File: src/rtl/timer_pkg.sv
// shared constants, register layouts and types for the prescaled timer
package timer_pkg;

  // register indices; byte address is four times the index
  localparam logic [11:0] IDX_COUNT_LOW = 12'h59C;
  localparam logic [11:0] IDX_PERIOD_HIGH = 12'h59D;
  localparam logic [11:0] IDX_CTRL_FIRST = 12'h59E;
  localparam logic [11:0] IDX_CTRL_SECOND = 12'h59F;
  localparam logic [11:0] IDX_IRQ_CTRL = 12'h5A0;
  localparam int unsigned ADDR_LSB = 2;

  // widths
  localparam int unsigned COUNT_W = 8;
  localparam int unsigned PRESCALE_W = 15;
  localparam int unsigned SEL_W = 4;
  localparam int unsigned SRC_N = 6;

  // reset values
  localparam logic [7:0] BYTE_RST = 8'h00;
  localparam logic [3:0] POST_RST = 4'h0;

  // interrupt control register bit positions
  localparam int unsigned IRQ_FLAG_BIT = 0;
  localparam int unsigned IRQ_EN_BIT = 1;

  // instruction clock is a quarter of the system clock
  localparam logic [1:0] INSTR_DIV_LAST = 2'h3;

  // positions of the asynchronous clock inputs in the sync vector
  localparam int unsigned SRC_IDX_PIN = 0;
  localparam int unsigned SRC_IDX_HF = 1;
  localparam int unsigned SRC_IDX_LF = 2;
  localparam int unsigned SRC_IDX_MF = 3;
  localparam int unsigned SRC_IDX_SOSC = 4;
  localparam int unsigned SRC_IDX_CLC = 5;

  localparam logic HRESP_OKAY = 1'b0;

  typedef enum logic [2:0] {
    SRC_PIN = 3'h0,
    SRC_PIN_INV = 3'h1,
    SRC_INSTR = 3'h2,
    SRC_HFINT = 3'h3,
    SRC_LFINT = 3'h4,
    SRC_MFINT = 3'h5,
    SRC_SOSC = 3'h6,
    SRC_CLC1 = 3'h7
  } clk_src_e;

  typedef enum logic [2:0] {
    BUS_IDLE = 3'h1,
    BUS_WRITE = 3'h2,
    BUS_READ = 3'h4
  } bus_state_e;

  typedef struct packed {
    logic module_enable_bit;
    logic unused_bit;
    logic output_status_bit;
    logic wide_count_select;
    logic [3:0] postscale_select;
  } ctrl_first_s;

  typedef struct packed {
    logic [2:0] clock_source_select;
    logic async_count_enable;
    logic [3:0] prescale_select;
  } ctrl_second_s;

endpackage : timer_pkg

File: src/rtl/prescale_div.sv
// input prescaler: passes one tick out of two to the power of sel
`timescale 1ns/1ns
module prescale_div
  import timer_pkg::*;
#(
  parameter int unsigned DIV_W = PRESCALE_W
) (
  input wire logic clk,
  input wire logic nrst,
  input wire logic clear,
  input wire logic tick,
  input wire logic [SEL_W-1:0] sel,
  output logic pulse
);

  logic [DIV_W-1:0] div_q;
  logic [DIV_W-1:0] mask;
  logic pulse_q;

  // low sel bits of the counter must all be ones to pass a tick
  assign mask = DIV_W'((32'h1 << sel) - 32'h1); // see [RL14]
  assign pulse = pulse_q;

  // counter is invisible to software, only cleared by writes and reset
  always_ff @(posedge clk or negedge nrst) begin
    if (!nrst) begin
      div_q <= '0;
    end else if (clear) begin
      div_q <= '0; // see [RL15]
    end else if (tick) begin
      div_q <= div_q + DIV_W'(1); // see [RL13]
    end
  end

  // registered pulse, one cycle behind the tick that caused it
  always_ff @(posedge clk or negedge nrst) begin
    if (!nrst) begin
      pulse_q <= 1'b0;
    end else begin
      pulse_q <= !clear && tick && ((div_q & mask) == mask);
    end
  end

  property p_div_one_passes;
    @(posedge clk) disable iff (!nrst)
    (sel == 4'h0) && tick && !clear |=> pulse_q;
  endproperty
  a_div_one_passes: assert property (p_div_one_passes) // see [RL14]
    else $error("prescaler 1:1 dropped a tick");

  property p_clear_zeroes;
    @(posedge clk) disable iff (!nrst)
    clear |=> (div_q == '0) && !pulse_q;
  endproperty
  a_clear_zeroes: assert property (p_clear_zeroes) // see [RL15]
    else $error("prescaler not cleared");

endmodule : prescale_div

File: src/rtl/timer_core.sv
// timer with prescaler, postscaler and an ahb-lite register slave
//
// Behaviour
// [RL1] counter runs 8 bits wide or 16 bits wide by the width select bit
// [RL2] counter advances on each rising edge of the prescaled selected clock
// [RL3] 8-bit: low byte compared with buffered period, cleared to zero on match
// [RL4] 8-bit: period buffer reloaded from period byte on each match
// [RL5] 16-bit: reading low byte latches the live high byte for software
// [RL6] 16-bit: high byte write buffered, applied when low byte is written
// [RL7] 16-bit: counter wraps from all ones to zero and keeps running
// [RL8] 16-bit: no automatic reload value once counting has started
// [RL9] clock source picked by three-bit field of second control register
// [RL10] source codes: pin, inverted pin, instr, hf, lf, mf, secondary, logic
// [RL11] async bit clear: clock synchronised to instruction clock, rate capped
// [RL12] async bit set: count on each source or prescaler edge unsynchronised; here the edges still pass the two-flop synchroniser
// [RL13] prescaler offers sixteen ratios from 1:1 to 1:32768
// [RL14] prescale code n divides the input clock by two to the n
// [RL15] prescaler hidden; cleared by low byte write, control write, reset
// [RL16] postscaler divides match or rollover events by 1 to 16
// [RL17] postscaler hidden; cleared by low byte write, control write, reset
// [RL18] output toggles on scaled period match or scaled 16-bit rollover
// [RL19] output drives a pin route and reads back as a status bit
// [RL20] interrupt flag set on every output toggle, irq when enabled
// [RL21] flag set once per postscale code plus one events
// [RL22] synchronous mode stops counting during sleep
// [RL23] asynchronous mode counts in sleep and wakes device when enabled
// [RL24] module enable bit set runs the timer, clear disables it
// [RL25] disabled: counter, scalers, output and flag hold their state
`timescale 1ns/1ns
module timer_core
  import timer_pkg::*;
(
  input wire logic clk,
  input wire logic nrst,
  input wire logic hsel,
  input wire logic [31:0] haddr,
  input wire logic [1:0] htrans,
  input wire logic hwrite,
  input wire logic [2:0] hsize,
  input wire logic [31:0] hwdata,
  input wire logic hready,
  output logic [31:0] hrdata,
  output logic hreadyout,
  output logic hresp,
  input wire logic ext_clk_pin,
  input wire logic hfintosc_clk,
  input wire logic lfintosc_clk,
  input wire logic mfintosc_clk,
  input wire logic sosc_clk,
  input wire logic clc1_out,
  input wire logic sleep_mode,
  output logic timer_output_signal,
  output logic cpu_irq,
  output logic sleep_wake
);

  // word address compare against a register index
  function automatic logic reg_hit(input logic [31:0] addr, input logic [11:0] idx);
    reg_hit = (addr == (32'(idx) << ADDR_LSB));
  endfunction : reg_hit

  // edge of the selected clock source
  function automatic logic pick_edge(input logic [2:0] cs, input logic [SRC_N-1:0] rise,
                                     input logic [SRC_N-1:0] fall, input logic instr);
    case (clk_src_e'(cs))
      SRC_PIN: pick_edge = rise[SRC_IDX_PIN];
      SRC_PIN_INV: pick_edge = fall[SRC_IDX_PIN];
      SRC_INSTR: pick_edge = instr;
      SRC_HFINT: pick_edge = rise[SRC_IDX_HF];
      SRC_LFINT: pick_edge = rise[SRC_IDX_LF];
      SRC_MFINT: pick_edge = rise[SRC_IDX_MF];
      SRC_SOSC: pick_edge = rise[SRC_IDX_SOSC];
      SRC_CLC1: pick_edge = rise[SRC_IDX_CLC];
      default: pick_edge = 1'b0;
    endcase
  endfunction : pick_edge

  bus_state_e state_q;
  bus_state_e state_d;
  logic [31:0] addr_q;
  logic addr_ok;
  logic ready_d;
  logic hreadyout_q;
  logic [31:0] hrdata_q;
  logic [7:0] read_byte;
  logic wr_phase;
  logic rd_phase;
  logic wr_lo;
  logic wr_hi;
  logic wr_c0;
  logic wr_c1;
  logic wr_irq;
  logic rd_lo;
  logic ctrl_clear;

  ctrl_first_s ctrl0_q;
  ctrl_second_s ctrl1_q;
  logic [COUNT_W-1:0] cnt_lo_q;
  logic [COUNT_W-1:0] cnt_hi_q;
  logic [COUNT_W-1:0] high_reg_q;
  logic [COUNT_W-1:0] pbuf_q;
  logic [SEL_W-1:0] post_cnt_q;
  logic out_q;
  logic flag_q;
  logic ie_q;
  logic cpu_irq_q;
  logic wake_q;

  logic [SRC_N-1:0] src_raw;
  logic [SRC_N-1:0] sync1_q;
  logic [SRC_N-1:0] sync2_q;
  logic [SRC_N-1:0] prev_q;
  logic [SRC_N-1:0] rise;
  logic [SRC_N-1:0] fall;
  logic [1:0] div_q;
  logic instr_en_q;
  logic pend_q;
  logic sel_edge;
  logic sync_tick;
  logic raw_tick;
  logic cnt_pulse;
  logic count_now;
  logic match;
  logic rollover;
  logic timer_event;
  logic out_toggle;

  // bus slave: writes take no wait state, reads take one
  assign addr_ok = hsel && htrans[1] && hready;
  always_comb begin
    state_d = BUS_IDLE;
    ready_d = 1'b1;
    case (state_q)
      BUS_READ: begin
        state_d = BUS_IDLE; // hready low here, so no new address phase
      end
      BUS_IDLE, BUS_WRITE: begin
        if (addr_ok && hwrite) begin
          state_d = BUS_WRITE;
        end else if (addr_ok) begin
          state_d = BUS_READ;
          ready_d = 1'b0;
        end
      end
      default: begin
        state_d = BUS_IDLE;
      end
    endcase
  end

  always_ff @(posedge clk or negedge nrst) begin
    if (!nrst) begin
      state_q <= BUS_IDLE;
      hreadyout_q <= 1'b1;
      addr_q <= 32'h0;
    end else begin
      state_q <= state_d;
      hreadyout_q <= ready_d;
      if (addr_ok) begin
        addr_q <= haddr;
      end
    end
  end

  // data phase strobes; unmapped addresses simply match nothing
  assign wr_phase = (state_q == BUS_WRITE);
  assign rd_phase = (state_q == BUS_READ);
  assign wr_lo = wr_phase && reg_hit(addr_q, IDX_COUNT_LOW);
  assign wr_hi = wr_phase && reg_hit(addr_q, IDX_PERIOD_HIGH);
  assign wr_c0 = wr_phase && reg_hit(addr_q, IDX_CTRL_FIRST);
  assign wr_c1 = wr_phase && reg_hit(addr_q, IDX_CTRL_SECOND);
  assign wr_irq = wr_phase && reg_hit(addr_q, IDX_IRQ_CTRL);
  assign rd_lo = rd_phase && reg_hit(addr_q, IDX_COUNT_LOW);
  assign ctrl_clear = wr_lo || wr_c0 || wr_c1; // see [RL15] [RL17]

  // read mux, sampled in the wait cycle so a preceding write is visible
  always_comb begin
    read_byte = BYTE_RST;
    if (reg_hit(addr_q, IDX_COUNT_LOW)) begin
      read_byte = cnt_lo_q;
    end else if (reg_hit(addr_q, IDX_PERIOD_HIGH)) begin
      read_byte = high_reg_q;
    end else if (reg_hit(addr_q, IDX_CTRL_FIRST)) begin
      read_byte = {ctrl0_q.module_enable_bit, 1'b0, out_q, ctrl0_q.wide_count_select,
                   ctrl0_q.postscale_select}; // see [RL19]
    end else if (reg_hit(addr_q, IDX_CTRL_SECOND)) begin
      read_byte = ctrl1_q;
    end else if (reg_hit(addr_q, IDX_IRQ_CTRL)) begin
      read_byte = {6'h0, ie_q, flag_q};
    end
  end

  always_ff @(posedge clk or negedge nrst) begin
    if (!nrst) begin
      hrdata_q <= 32'h0;
    end else if (rd_phase) begin
      hrdata_q <= {24'h0, read_byte};
    end
  end

  assign hrdata = hrdata_q;
  assign hreadyout = hreadyout_q;
  assign hresp = HRESP_OKAY;

  // control registers; output status bit is read-only
  always_ff @(posedge clk or negedge nrst) begin
    if (!nrst) begin
      ctrl0_q <= ctrl_first_s'(BYTE_RST);
      ctrl1_q <= ctrl_second_s'(BYTE_RST);
    end else begin
      if (wr_c0) begin
        ctrl0_q <= ctrl_first_s'({hwdata[7], 2'h0, hwdata[4:0]});
      end
      if (wr_c1) begin
        ctrl1_q <= ctrl_second_s'(hwdata[7:0]);
      end
    end
  end

  // two-flop synchronisers for every clock source arriving from outside
  assign src_raw = {clc1_out, sosc_clk, mfintosc_clk, lfintosc_clk, hfintosc_clk, ext_clk_pin};
  always_ff @(posedge clk or negedge nrst) begin
    if (!nrst) begin
      sync1_q <= '0;
      sync2_q <= '0;
      prev_q <= '0;
    end else begin
      sync1_q <= src_raw;
      sync2_q <= sync1_q;
      prev_q <= sync2_q;
    end
  end
  assign rise = sync2_q & ~prev_q;
  assign fall = ~sync2_q & prev_q;

  // instruction clock enable, one pulse every fourth system clock
  always_ff @(posedge clk or negedge nrst) begin
    if (!nrst) begin
      div_q <= 2'h0;
      instr_en_q <= 1'b0;
    end else begin
      div_q <= div_q + 2'h1;
      instr_en_q <= (div_q == INSTR_DIV_LAST);
    end
  end

  assign sel_edge = pick_edge(ctrl1_q.clock_source_select, rise, fall,
                              instr_en_q); // see [RL9] [RL10]

  // synchronous mode holds an edge until the next instruction clock,
  // so at most one count per instruction cycle
  always_ff @(posedge clk or negedge nrst) begin
    if (!nrst) begin
      pend_q <= 1'b0;
    end else if (ctrl_clear || !ctrl0_q.module_enable_bit) begin
      pend_q <= 1'b0;
    end else if (sel_edge && !instr_en_q) begin
      pend_q <= 1'b1;
    end else if (instr_en_q) begin
      pend_q <= 1'b0;
    end
  end
  assign sync_tick = instr_en_q && (pend_q || sel_edge) && !sleep_mode; // see [RL11] [RL22]

  // only one clock exists here, so async edges still pass the synchroniser
  assign raw_tick = ctrl0_q.module_enable_bit && !ctrl_clear &&
                    (ctrl1_q.async_count_enable ? sel_edge : sync_tick); // see [RL12] [RL24]

  prescale_div #(
    .DIV_W(PRESCALE_W)
  ) prescale_div_i (
    .clk(clk),
    .nrst(nrst),
    .clear(ctrl_clear),
    .tick(raw_tick),
    .sel(ctrl1_q.prescale_select),
    .pulse(cnt_pulse)
  );

  // count decisions; a low byte write wins over a count in the same cycle
  assign count_now = cnt_pulse && ctrl0_q.module_enable_bit && !wr_lo; // see [RL2] [RL25]
  assign match = count_now && !ctrl0_q.wide_count_select && (cnt_lo_q == pbuf_q);
  assign rollover = count_now && ctrl0_q.wide_count_select &&
                    ({cnt_hi_q, cnt_lo_q} == 16'hFFFF);
  assign timer_event = match || rollover;

  // counter bytes
  always_ff @(posedge clk or negedge nrst) begin
    if (!nrst) begin
      cnt_lo_q <= BYTE_RST;
      cnt_hi_q <= BYTE_RST;
    end else if (wr_lo) begin
      cnt_lo_q <= hwdata[7:0];
      if (ctrl0_q.wide_count_select) begin
        cnt_hi_q <= high_reg_q; // see [RL6]
      end
    end else if (count_now) begin
      if (ctrl0_q.wide_count_select) begin
        // free running, wraps naturally, never reloaded from a period
        {cnt_hi_q, cnt_lo_q} <= {cnt_hi_q, cnt_lo_q} + 16'h0001; // see [RL1] [RL7] [RL8]
      end else if (match) begin
        cnt_lo_q <= BYTE_RST; // see [RL3]
      end else begin
        cnt_lo_q <= cnt_lo_q + 8'h01;
      end
    end
  end

  // software high byte: period in 8-bit width, holding buffer in 16-bit
  always_ff @(posedge clk or negedge nrst) begin
    if (!nrst) begin
      high_reg_q <= BYTE_RST;
    end else if (wr_hi) begin
      high_reg_q <= hwdata[7:0];
    end else if (rd_lo && ctrl0_q.wide_count_select) begin
      high_reg_q <= cnt_hi_q; // see [RL5]
    end
  end

  // period buffer, new period only takes effect after a match
  always_ff @(posedge clk or negedge nrst) begin
    if (!nrst) begin
      pbuf_q <= BYTE_RST;
    end else if (match) begin
      pbuf_q <= high_reg_q; // see [RL4]
    end
  end

  // postscaler and output toggle; a clearing write drops the event
  assign out_toggle = timer_event && !ctrl_clear &&
                      (post_cnt_q == ctrl0_q.postscale_select); // see [RL21]
  always_ff @(posedge clk or negedge nrst) begin
    if (!nrst) begin
      post_cnt_q <= POST_RST;
    end else if (ctrl_clear) begin
      post_cnt_q <= POST_RST; // see [RL17]
    end else if (timer_event) begin
      post_cnt_q <= out_toggle ? POST_RST : post_cnt_q + 4'h1; // see [RL16]
    end
  end

  always_ff @(posedge clk or negedge nrst) begin
    if (!nrst) begin
      out_q <= 1'b0;
    end else if (out_toggle) begin
      out_q <= !out_q; // see [RL18] [RL19]
    end
  end

  // interrupt flag and enable; hardware set beats a software clear
  always_ff @(posedge clk or negedge nrst) begin
    if (!nrst) begin
      flag_q <= 1'b0;
      ie_q <= 1'b0;
    end else begin
      if (out_toggle) begin
        flag_q <= 1'b1; // see [RL20]
      end else if (wr_irq) begin
        flag_q <= hwdata[IRQ_FLAG_BIT];
      end
      if (wr_irq) begin
        ie_q <= hwdata[IRQ_EN_BIT];
      end
    end
  end

  // processor interrupt and sleep wake, both registered
  always_ff @(posedge clk or negedge nrst) begin
    if (!nrst) begin
      cpu_irq_q <= 1'b0;
      wake_q <= 1'b0;
    end else begin
      cpu_irq_q <= flag_q && ie_q; // see [RL20]
      wake_q <= flag_q && ie_q && sleep_mode && ctrl1_q.async_count_enable; // see [RL23]
    end
  end

  assign timer_output_signal = out_q;
  assign cpu_irq = cpu_irq_q;
  assign sleep_wake = wake_q;

  property p_match_clears;
    @(posedge clk) disable iff (!nrst)
    match |=> (cnt_lo_q == 8'h00);
  endproperty
  a_match_clears: assert property (p_match_clears) // see [RL3]
    else $error("low byte not cleared on period match");

  property p_period_reload;
    @(posedge clk) disable iff (!nrst)
    match |=> (pbuf_q == $past(high_reg_q));
  endproperty
  a_period_reload: assert property (p_period_reload) // see [RL4]
    else $error("period buffer not reloaded on match");

  property p_wide_wrap;
    @(posedge clk) disable iff (!nrst)
    rollover |=> ({cnt_hi_q, cnt_lo_q} == 16'h0000) ##1 !rollover;
  endproperty
  a_wide_wrap: assert property (p_wide_wrap) // see [RL7]
    else $error("16-bit counter did not wrap to zero");

  property p_wide_step;
    @(posedge clk) disable iff (!nrst)
    count_now && ctrl0_q.wide_count_select && !rollover
      |=> ({cnt_hi_q, cnt_lo_q} == $past({cnt_hi_q, cnt_lo_q}) + 16'h0001);
  endproperty
  a_wide_step: assert property (p_wide_step) // see [RL2]
    else $error("16-bit counter did not step by one");

  property p_read_latch;
    @(posedge clk) disable iff (!nrst)
    rd_lo && ctrl0_q.wide_count_select |=> (high_reg_q == $past(cnt_hi_q));
  endproperty
  a_read_latch: assert property (p_read_latch) // see [RL5]
    else $error("low byte read did not latch high byte");

  property p_write_pair;
    @(posedge clk) disable iff (!nrst)
    wr_lo && ctrl0_q.wide_count_select
      |=> (cnt_hi_q == $past(high_reg_q)) && (cnt_lo_q == $past(hwdata[7:0]));
  endproperty
  a_write_pair: assert property (p_write_pair) // see [RL6]
    else $error("16-bit write did not update both bytes");

  property p_post_hold;
    @(posedge clk) disable iff (!nrst)
    timer_event && (post_cnt_q != ctrl0_q.postscale_select) |=> $stable(out_q);
  endproperty
  a_post_hold: assert property (p_post_hold) // see [RL21]
    else $error("output toggled before postscale count reached");

  property p_flag_on_toggle;
    @(posedge clk) disable iff (!nrst)
    out_toggle |=> flag_q && (out_q != $past(out_q));
  endproperty
  a_flag_on_toggle: assert property (p_flag_on_toggle) // see [RL20]
    else $error("flag not set on output toggle");

  property p_disabled_holds;
    @(posedge clk) disable iff (!nrst)
    !ctrl0_q.module_enable_bit && !wr_lo |=> $stable(cnt_lo_q) && $stable(out_q);
  endproperty
  a_disabled_holds: assert property (p_disabled_holds) // see [RL25]
    else $error("disabled timer changed state");

  property p_sleep_stops;
    @(posedge clk) disable iff (!nrst)
    sleep_mode && $past(sleep_mode) && !ctrl1_q.async_count_enable &&
      !$past(ctrl1_q.async_count_enable) && !$past(wr_c1) |-> !cnt_pulse;
  endproperty
  a_sleep_stops: assert property (p_sleep_stops) // see [RL22]
    else $error("synchronous timer counted in sleep");

  property p_wake;
    @(posedge clk) disable iff (!nrst)
    flag_q && ie_q && sleep_mode && ctrl1_q.async_count_enable |=> sleep_wake;
  endproperty
  a_wake: assert property (p_wake) // see [RL23]
    else $error("no wake from sleep on enabled flag");

endmodule : timer_core

File: config.mk
export PLATFORM = sky130hd
export DESIGN_NAME = timer_core
export DESIGN_NICKNAME = d
export VERILOG_FILES = /design/src/rtl/timer_pkg.sv /design/src/rtl/prescale_div.sv /design/src/rtl/timer_core.sv
export SDC_FILE = /design/constraint.sdc
export NUM_CORES = 1
export LEC_CHECK = 0
export ABC_AREA = 1
export BUFFER_PORTS_ARGS = -buffer_cell sky130_fd_sc_hd__buf_2
export CAP_MARGIN = 20
export CELL_PAD_IN_SITES_DETAIL_PLACEMENT = 0
export CELL_PAD_IN_SITES_GLOBAL_PLACEMENT = 1
export CORE_MARGIN = 8
export CORE_UTILIZATION = 30
export CTS_BUF_LIST = sky130_fd_sc_hd__clkbuf_4 sky130_fd_sc_hd__clkbuf_8
export DETAILED_ROUTE_END_ITERATION = 7
export HOLD_SLACK_MARGIN = 0.08
export PLACE_DENSITY = 0.71
export SLEW_MARGIN = 10
export SYNTH_ARGS = -nofsm -noshare
export SYNTH_HDL_FRONTEND = slang
export SYNTH_SLANG_ARGS = --single-unit
File: constraint.sdc
create_clock -name clk -period 3.1 [get_ports clk]
set_clock_uncertainty 0.1 [all_clocks]
set_input_delay 0.31 -clock clk [delete_from_list [all_inputs] [get_ports clk]]
set_output_delay 0.31 -clock clk [all_outputs]
set_load 0.01 [all_outputs]
Word level (Yosys, flattened, before mapping)
Cells that the tools add are included.
W data, S select, Z words.
{"block": "totals", "elab_cells": 142, "regBits": 137, "out_inout_bits": 37, "input_bits": 81}
{"block": "op_classes", "n_eq_ne": 20, "shifts": 1, "mux": 33, "reduce_logical": 49, "n_bitwise": 5, "addsub": 6}
{"operator": "$eq A32 B13 Y1 const B", "count": 5}
{"operator": "$mux W8", "count": 14}
{"operator": "$mux W15", "count": 2}
{"operator": "$logic_and A1 B1 Y1", "count": 28}
{"operator": "$add A16 B1 Y16 const B", "count": 1}
{"operator": "$eq A16 B16 Y1 const B", "count": 1}
{"operator": "$add A15 B1 Y15 const B", "count": 1}
{"operator": "$and A15 B15 Y15", "count": 1}
{"operator": "$eq A15 B15 Y1", "count": 1}
{"operator": "$eq A3 B3 Y1 const B", "count": 5}
{"operator": "$shl A1 B4 Y15 const A", "count": 1}
{"operator": "$sub A15 B1 Y15 const B", "count": 1}
{"operator": "$mux W4", "count": 3}
{"operator": "$reduce_bool A2 Y1", "count": 5}
{"operator": "$eq A3 B2 Y1 const B", "count": 3}
{"operator": "$mux W1", "count": 9}
{"operator": "$mux W3", "count": 3}
{"operator": "$add A8 B1 Y8 const B", "count": 1}
{"operator": "$eq A8 B8 Y1", "count": 1}
{"operator": "$pmux W1 S8", "count": 1}
{"operator": "$logic_not A1 Y1", "count": 7}
{"operator": "$and A6 B6 Y6", "count": 1}
{"operator": "$eq A3 B1 Y1 const B", "count": 2}
{"operator": "$not A6 Y6", "count": 1}
{"operator": "other kinds (12)", "count": 16}

Depth between registers and ports, before layout
{"block": "logic_depth", "ltp_word": 12, "mapped_depth": 14, "ltp_nobuf": 13}

Hierarchy
A second synthesis with hierarchy kept.
{"block": "unflattened", "cells_unflattened": 886, "hier_area_um2": 7228.2}
{"module": "timer_core", "seq_area_each_um2": 3030.4, "area_per_inst_um2": 6040.8, "cells_each": 707, "n_inst": 1}
{"module": "prescale_div", "seq_area_each_um2": 400.4, "area_per_inst_um2": 1187.4, "cells_each": 179, "n_inst": 1}

Worst setup path before layout
No wires, ideal clock.
{"block": "synth_timing", "path_type": "register to register", "startpoint": "register ctrl1_q[3] in the netlist's numbering", "endpoint": "register prescale_div_i.pulse_q (netlist: prescale_div_i.pulse)", "n_path_buf": 1, "t_arrival_ns": 1.786, "path_stages_with_launch": 13, "synth_period_minus_slack_ns": 1.958, "setup_ns": 0.072, "slack_ns": 1.142, "t_required_ns": 2.928, "path_cell_list": "dfrtp_1 clkbuf_1 nor2_1 inv_1 nor2_1 inv_1 ha_1 o22ai_1 nor4_1 nand2_1 nor2_1 nand4_1 nor2_1"}
{"block": "synth_between", "elab_chain_cells": 5}
{"item": "from (decl)", "line": "timer_core.sv:97", "text": "ctrl_second_s ctrl1_q;"}
{"item": "from (signal assigned)", "line": "timer_core.sv:209", "text": "ctrl1_q <= ctrl_second_s'(BYTE_RST);"}
{"item": "from (signal assigned)", "line": "timer_core.sv:215", "text": "ctrl1_q <= ctrl_second_s'(hwdata[7:0]);"}
{"item": "$shl A1 B4 Y15 (*)", "line": "prescale_div.sv:21", "text": "assign mask = DIV_W'((32'h1 << sel) - 32'h1);"}
{"item": "$sub A15 B1 Y15 (*)", "line": "prescale_div.sv:21"}
{"item": "$and A15 B15 Y15", "line": "prescale_div.sv:40", "text": "pulse_q <= !clear && tick && ((div_q & mask) == mask);"}
{"item": "$eq A15 B15 Y1 (*)", "line": "prescale_div.sv:40"}
{"item": "$logic_and A1 B1 Y1 (*)", "line": "prescale_div.sv:40"}
{"item": "to (signal assigned)", "line": "prescale_div.sv:40"}
{"item": "to (decl)", "line": "prescale_div.sv:18", "text": "logic pulse_q;"}
Every way passes the cells marked *; elsewhere a longest branch is shown, timed or not.
A chain may end at the register's enable or synchronous reset.

Worst setup path in the final report
{"block": "layout_timing", "startpoint": "register addr_q[12]", "endpoint": "register prescale_div_i.div_q[4]"}
{"block": "layout_between", "elab_chain_cells": 8, "elab_cells_between_ends": 13, "classes_between": "eq/ne (3); mux (1); reduce/logical (9)"}
{"item": "from (decl)", "line": "timer_core.sv:80", "text": "logic [31:0] addr_q;"}
{"item": "from (signal assigned)", "line": "timer_core.sv:160", "text": "addr_q <= haddr;"}
{"item": "$eq A32 B13 Y1", "line": "timer_core.sv:59", "text": "reg_hit = (addr == (32'(idx) << ADDR_LSB));"}
{"item": "$logic_and A1 B1 Y1 (on tied branches)", "line": "timer_core.sv:168, timer_core.sv:170"}
{"item": "$logic_or A1 B1 Y1", "line": "timer_core.sv:174", "text": "assign ctrl_clear = wr_lo || wr_c0 || wr_c1;"}
{"item": "$logic_or A1 B1 Y1 (*)", "line": "timer_core.sv:174"}
{"item": "$logic_not A1 Y1", "line": "timer_core.sv:266", "text": "assign raw_tick = ctrl0_q.module_enable_bit && !ctrl_clear &&"}
{"item": "$logic_and A1 B1 Y1 (2 in series)", "line": "timer_core.sv:266"}
{"item": "$reduce_bool A2 Y1 (no source line)"}
{"item": "to (signal assigned)", "line": "prescale_div.sv:31", "text": "div_q <= div_q + DIV_W'(1);"}
{"item": "to (decl)", "line": "prescale_div.sv:16", "text": "logic [DIV_W-1:0] div_q;"}
Marked as above.

==> impl_table.tex <==
\begin{tabular}{lr}
\hline
Metric & Value \\
\hline
\multicolumn{2}{l}{\textbf{Worst setup path}} \\
R2R Path End & prescale\_div\_i.div\_q[4]\$\_DFFE\_PN0P\_ \\
Crit Path Class & register to register \\
Slowest Stage Delay on Critical Path & 0.41 ns \\
Worst Path Required & 3.34 ns \\
Maximum fanout along the worst path & 17 \\
CP Launch Type & register \\
FF-to-FF Start & addr\_q[12]\$\_DFFE\_PN0P\_ \\
CP endpoint kind & register \\
Delay-heaviest family, CP & simple AND/OR/NAND/NOR gates \\
Crit-path cells & nand2\_1, nor2\_1, nand2\_1, nor2\_1, nand3\_2, buf\_4, nand3\_2, nor2\_4, nand3\_4, nand3\_1, nand2\_1 \\
Slowest library cell on the worst path & sky130\_fd\_sc\_hd\_\_nor2\_4 \\
Top cell by count, worst path & sky130\_fd\_sc\_hd\_\_nand2\_1 \\
Worst path depth & 11 \\
Total buffers and inverters traversed by the critical path & 1 \\
Setup slack on the worst flop-to-flop path & 0.71 ns \\
Crit path arrival time & 2.64 ns \\
Cells on worst reg2reg path & 11 \\
\multicolumn{2}{l}{\textbf{Place}} \\
Number of instances in the placed design & 1282 \\
Number of buffers inserted by port buffering & 64 \\
Detailed placement HPWL & 14000 um \\
Placer congestion estimate & 0.823 \\
\multicolumn{2}{l}{\textbf{Detailed routing}} \\
Post-route ant nets & 0 \\
DR vias & 6155 \\
DR vias/cell & 4.54 \\
Post-detailed-route wirelength per cell & 14.2 um \\
Total detailed-routing wirelength & 19200 um \\
Length of the first detailed-routing pass in iterations & 5 \\
DR DRC count & 0 \\
DRT iter0 DRCs & 360 \\
\multicolumn{2}{l}{\textbf{Global routing}} \\
Vias in the first global route & 6101 \\
Total congestion overflow & 0 \\
Antenna violations before repair & 0 \\
Largest net degree at the start of global routing & 78 \\
First-pass GRT wire length & 31900 um \\
Overall track demand over capacity in global routing & 0.131 \\
\multicolumn{2}{l}{\textbf{Pwr}} \\
Internal power & 0.00280 W \\
Switching part of the total & 0.266 \\
Largest vdd supply drop & 0.330 mV \\
Part of the total power dissipated in combinational logic & 0.093 \\
Leak & 4.41 nW \\
Total power divided by cell area & 436 nW/um2 \\
Relative contribution of sequential cells to total power & 0.515 \\
Net Sw Power & 0.00101 W \\
Clock share of power & 0.392 \\
\multicolumn{2}{l}{\textbf{Min path}} \\
Worst Hold Class & input pin to register \\
Number of instances on the worst hold path & 3 \\
Worst hold endpoint & ctrl0\_q[7]\$\_DFFE\_PN0P\_ \\
Startpoint of the tightest hold check path & hwdata[7] \\
\multicolumn{2}{l}{\textbf{Floorplanning}} \\
Total number of placement rows & 57 \\
Count of boundary I/O pins & 118 \\
Placeable core region & 24200 um2 \\
Floorplan die area & 29800 um2 \\
Starting Density & 0.304 \\
Die Wd & 173 um \\
Vertical extent of the die & 173 um \\
\multicolumn{2}{l}{\textbf{Clock tree}} \\
Post\_cts resized & 0 \\
Post-CTS setup repair buffer count & 0 \\
Clock-pin slew on the worst setup and hold paths & 0.08 ns \\
Total number of clock tree sinks & 137 \\
Clock tree from TritonCTS & built \\
Number of clock buffers inserted by TritonCTS & 17 \\
Hold-fix buffers at CTS & 43 \\
Clk\_lat worst skew & 0.46 ns \\
Number of buffers on the longest clock path & 2 \\
Deepest level of the CTS H-tree & 4 \\
Root cell of the clock tree & sky130\_fd\_sc\_hd\_\_clkbuf\_8 \\
\multicolumn{2}{l}{\textbf{Synth}} \\
Mapped cell area & 7350 um2 \\
Share of flip-flops with an asynchronous set or reset after synthesis & 1.00 \\
Main flop type after synthesis & sky130\_fd\_sc\_hd\_\_dfrtp\_1 \\
Gate count of the mapped netlist & 912 \\
Count of cell types in the netlist & 47 \\
Flip-flop and latch count after synthesis & 137 \\
Number of flops mapped to enable cells by yosys & 0 \\
Mean post-synth cell area & 8.06 um2 \\
Yosys synthesis warning count & 0 \\
Sequential area share after synthesis & 0.467 \\
\multicolumn{2}{l}{\textbf{Flow run}} \\
Reported max-cap violation count & 0 \\
\multicolumn{2}{l}{\textbf{STA}} \\
RSZ-0062 raised after global routing & no \\
Final cycle utilization of the critical path & 0.773 \\
Final min period & 2.39 ns \\
Maximum clock rate & 0.418 GHz \\
Total Neg Setup Slack & 0 ns \\
Final hold viol count & 0 \\
Setup-violating endpoint count in the final report & 0 \\
Measured slew at the worst slew-check pin & 0.967 ns \\
Max-slew headroom & 0.355 \\
Number of slew-limit violations in the final report & 0 \\
\multicolumn{2}{l}{\textbf{Cells and area}} \\
Sequential standard cell area & 3430 um2 \\
Number of nets in the layout & 1106 \\
Fin cells & 1357 \\
Final antenna diode count & 0 \\
Footprint of the multi-input gates & 3170 um2 \\
Share of layout cells above drive strength 1 & 0.142 \\
\# fillers & 2507 \\
Final core utilization & 0.361 \\
Synthesis-to-finish area growth & 18.9\% \\
\multicolumn{2}{l}{\textbf{Status}} \\
Run status & complete, no violations \\
\hline
\end{tabular}
[worst max-delay path by stage]
stage,start,to,slack (ns)
final,addr_q[12]$_DFFE_PN0P_,prescale_div_i.div_q[4]$_DFFE_PN0P_,0.71
after global routing,addr_q[12]$_DFFE_PN0P_,prescale_div_i.div_q[11]$_DFFE_PN0P_,0.47
after CTS,addr_q[12]$_DFFE_PN0P_,prescale_div_i.div_q[4]$_DFFE_PN0P_,0.69
after detailed placement,addr_q[12]$_DFFE_PN0P_,prescale_div_i.div_q[5]$_DFFE_PN0P_,0.70
after global placement,addr_q[12]$_DFFE_PN0P_,prescale_div_i.div_q[14]$_DFFE_PN0P_,0.72
after floorplan,ctrl1_q[3]$_DFFE_PN0P_,prescale_div_i.pulse$_DFF_PN0_,1.14
[cell usage in the layout, fill, tap and decap left out, types with 18 or more instances in the layout]
| cell | n |
|---|---|
| sky130_fd_sc_hd__nor2_1 | 68 |
| sky130_fd_sc_hd__conb_1 | 25 |
| sky130_fd_sc_hd__dfrtp_1 | 135 |
| sky130_fd_sc_hd__dlygate4sd3_1 | 43 |
| sky130_fd_sc_hd__inv_1 | 135 |
| sky130_fd_sc_hd__nand2_1 | 225 |
| sky130_fd_sc_hd__o21ai_0 | 46 |
| sky130_fd_sc_hd__buf_2 | 63 |
| sky130_fd_sc_hd__nand4_1 | 35 |
| sky130_fd_sc_hd__nor3_1 | 21 |
| sky130_fd_sc_hd__a21oi_1 | 35 |
| sky130_fd_sc_hd__xor2_1 | 18 |
| sky130_fd_sc_hd__nand3_1 | 45 |
[power by group through the flow]
stage / Combinational (W) / Clock, W / Sequential (W)
global route: 0.000409 / 0.00161 / 0.00198
CTS: 0.000359 / 0.00154 / 0.00196
global placement: 0.000309 / 0 / 0.00200
floorplan: 0.000223 / 0 / 0.00198
detailed placement: 0.000316 / 0 / 0.00200
finish: 0.000354 / 0.00150 / 0.00196
[flip-flops by register name, summed over array words and instances (netlist names), 2 cells and up]
name	count
prev_q	6
cnt_hi_q	8
post_cnt_q	4
hrdata	8
ctrl0_q	6
addr_q	32
sync2_q	6
high_reg_q	8
ctrl1_q	8
prescale_div_i.div_q	15
cnt_lo_q	8
state_q	3
div_q	2
pbuf_q	8
sync1_q	6
[kinds of logic after synthesis]
family                     count (synthesis)  share of synthesized area
and+or+nand+nor                          426                      0.266
buffers and inverters                    186                      0.114
DFF                                      137                      0.467
AOI/OAI and AO/OA                        117                     0.0900
xor gates and xnor gates                  23                     0.0274
muxes                                     17                     0.0260
adders and majority gates                  5                    0.00851
other                                      1                   0.000510
[worst register-to-register path, stage by stage (launching register included)]
cell and delay [ns]:
sky130_fd_sc_hd__dfrtp_1 0.39, sky130_fd_sc_hd__nand2_1 0.09, sky130_fd_sc_hd__nor2_1 0.05, sky130_fd_sc_hd__nand2_1 0.22
sky130_fd_sc_hd__nor2_1 0.12, sky130_fd_sc_hd__nand3_2 0.07, sky130_fd_sc_hd__buf_4 0.20, sky130_fd_sc_hd__nand3_2 0.13
sky130_fd_sc_hd__nor2_4 0.41, sky130_fd_sc_hd__nand3_4 0.30, sky130_fd_sc_hd__nand3_1 0.15, sky130_fd_sc_hd__nand2_1 0.06
[metal layers]
metal / track usage / vias to the layer above / wire length [um]
li1: - / 3127 / -
met1: 0.176 / 2884 / 9400
met2: 0.203 / 130 / 8640
met3: 0.0396 / 14 / 1040
met4: 0.0319 / 0 / 150
met5: 0 / - / 0
[layout make-up]
type                            count  share of cell area
Clock buffer                       19              0.0285
Inverter                          139              0.0601
Sequential cell                   137               0.393
Clock inverter                     13              0.0168
Timing Repair Buffer              112              0.0924
Tap cell                          324              0.0464
Multi-Input combinational cell    613               0.363
[stage by stage]
| stage | cell area (um2) | total power [W] | setup WS, ns | hold slack, ns |
|---|---|---|---|---|
| 6_report | 8740 | 0.00381 | 0.705 | 0.108 |
| 5_1_grt | 8740 | 0.00399 | 0.467 | 0.101 |
| 4_1_cts | 8740 | 0.00386 | 0.687 | 0.0981 |
| 3_5_place_dp | 7910 | 0.00231 | 0.700 | 0.237 |
| 3_3_place_gp | 7910 | 0.00230 | 0.721 | 0.234 |
| 2_1_floorplan | 7440 | 0.00220 | 1.14 | -0.0856 |
[synthesized netlist by cell type, types with 6 or more instances]
| master | n | area, um2 |
|---|---|---|
| sky130_fd_sc_hd__nand2_1 | 225 | 845 |
| sky130_fd_sc_hd__dfrtp_1 | 135 | 3380 |
| sky130_fd_sc_hd__inv_1 | 135 | 507 |
| sky130_fd_sc_hd__nor2_1 | 68 | 255 |
| sky130_fd_sc_hd__nand3_1 | 46 | 230 |
| sky130_fd_sc_hd__o21ai_0 | 46 | 230 |
| sky130_fd_sc_hd__a21oi_1 | 35 | 175 |
| sky130_fd_sc_hd__nand4_1 | 35 | 219 |
| sky130_fd_sc_hd__buf_4 | 25 | 188 |
| sky130_fd_sc_hd__nor3_1 | 21 | 105 |
| sky130_fd_sc_hd__xor2_1 | 18 | 158 |
| sky130_fd_sc_hd__mux2_2 | 17 | 191 |
| sky130_fd_sc_hd__buf_2 | 9 | 45.0 |
| sky130_fd_sc_hd__clkbuf_1 | 9 | 33.8 |
| sky130_fd_sc_hd__o22ai_1 | 9 | 56.3 |
| sky130_fd_sc_hd__o21ai_1 | 7 | 35.0 |
| sky130_fd_sc_hd__o2111ai_1 | 6 | 52.6 |
Note: power is estimated with default switching activity, not from simulation.
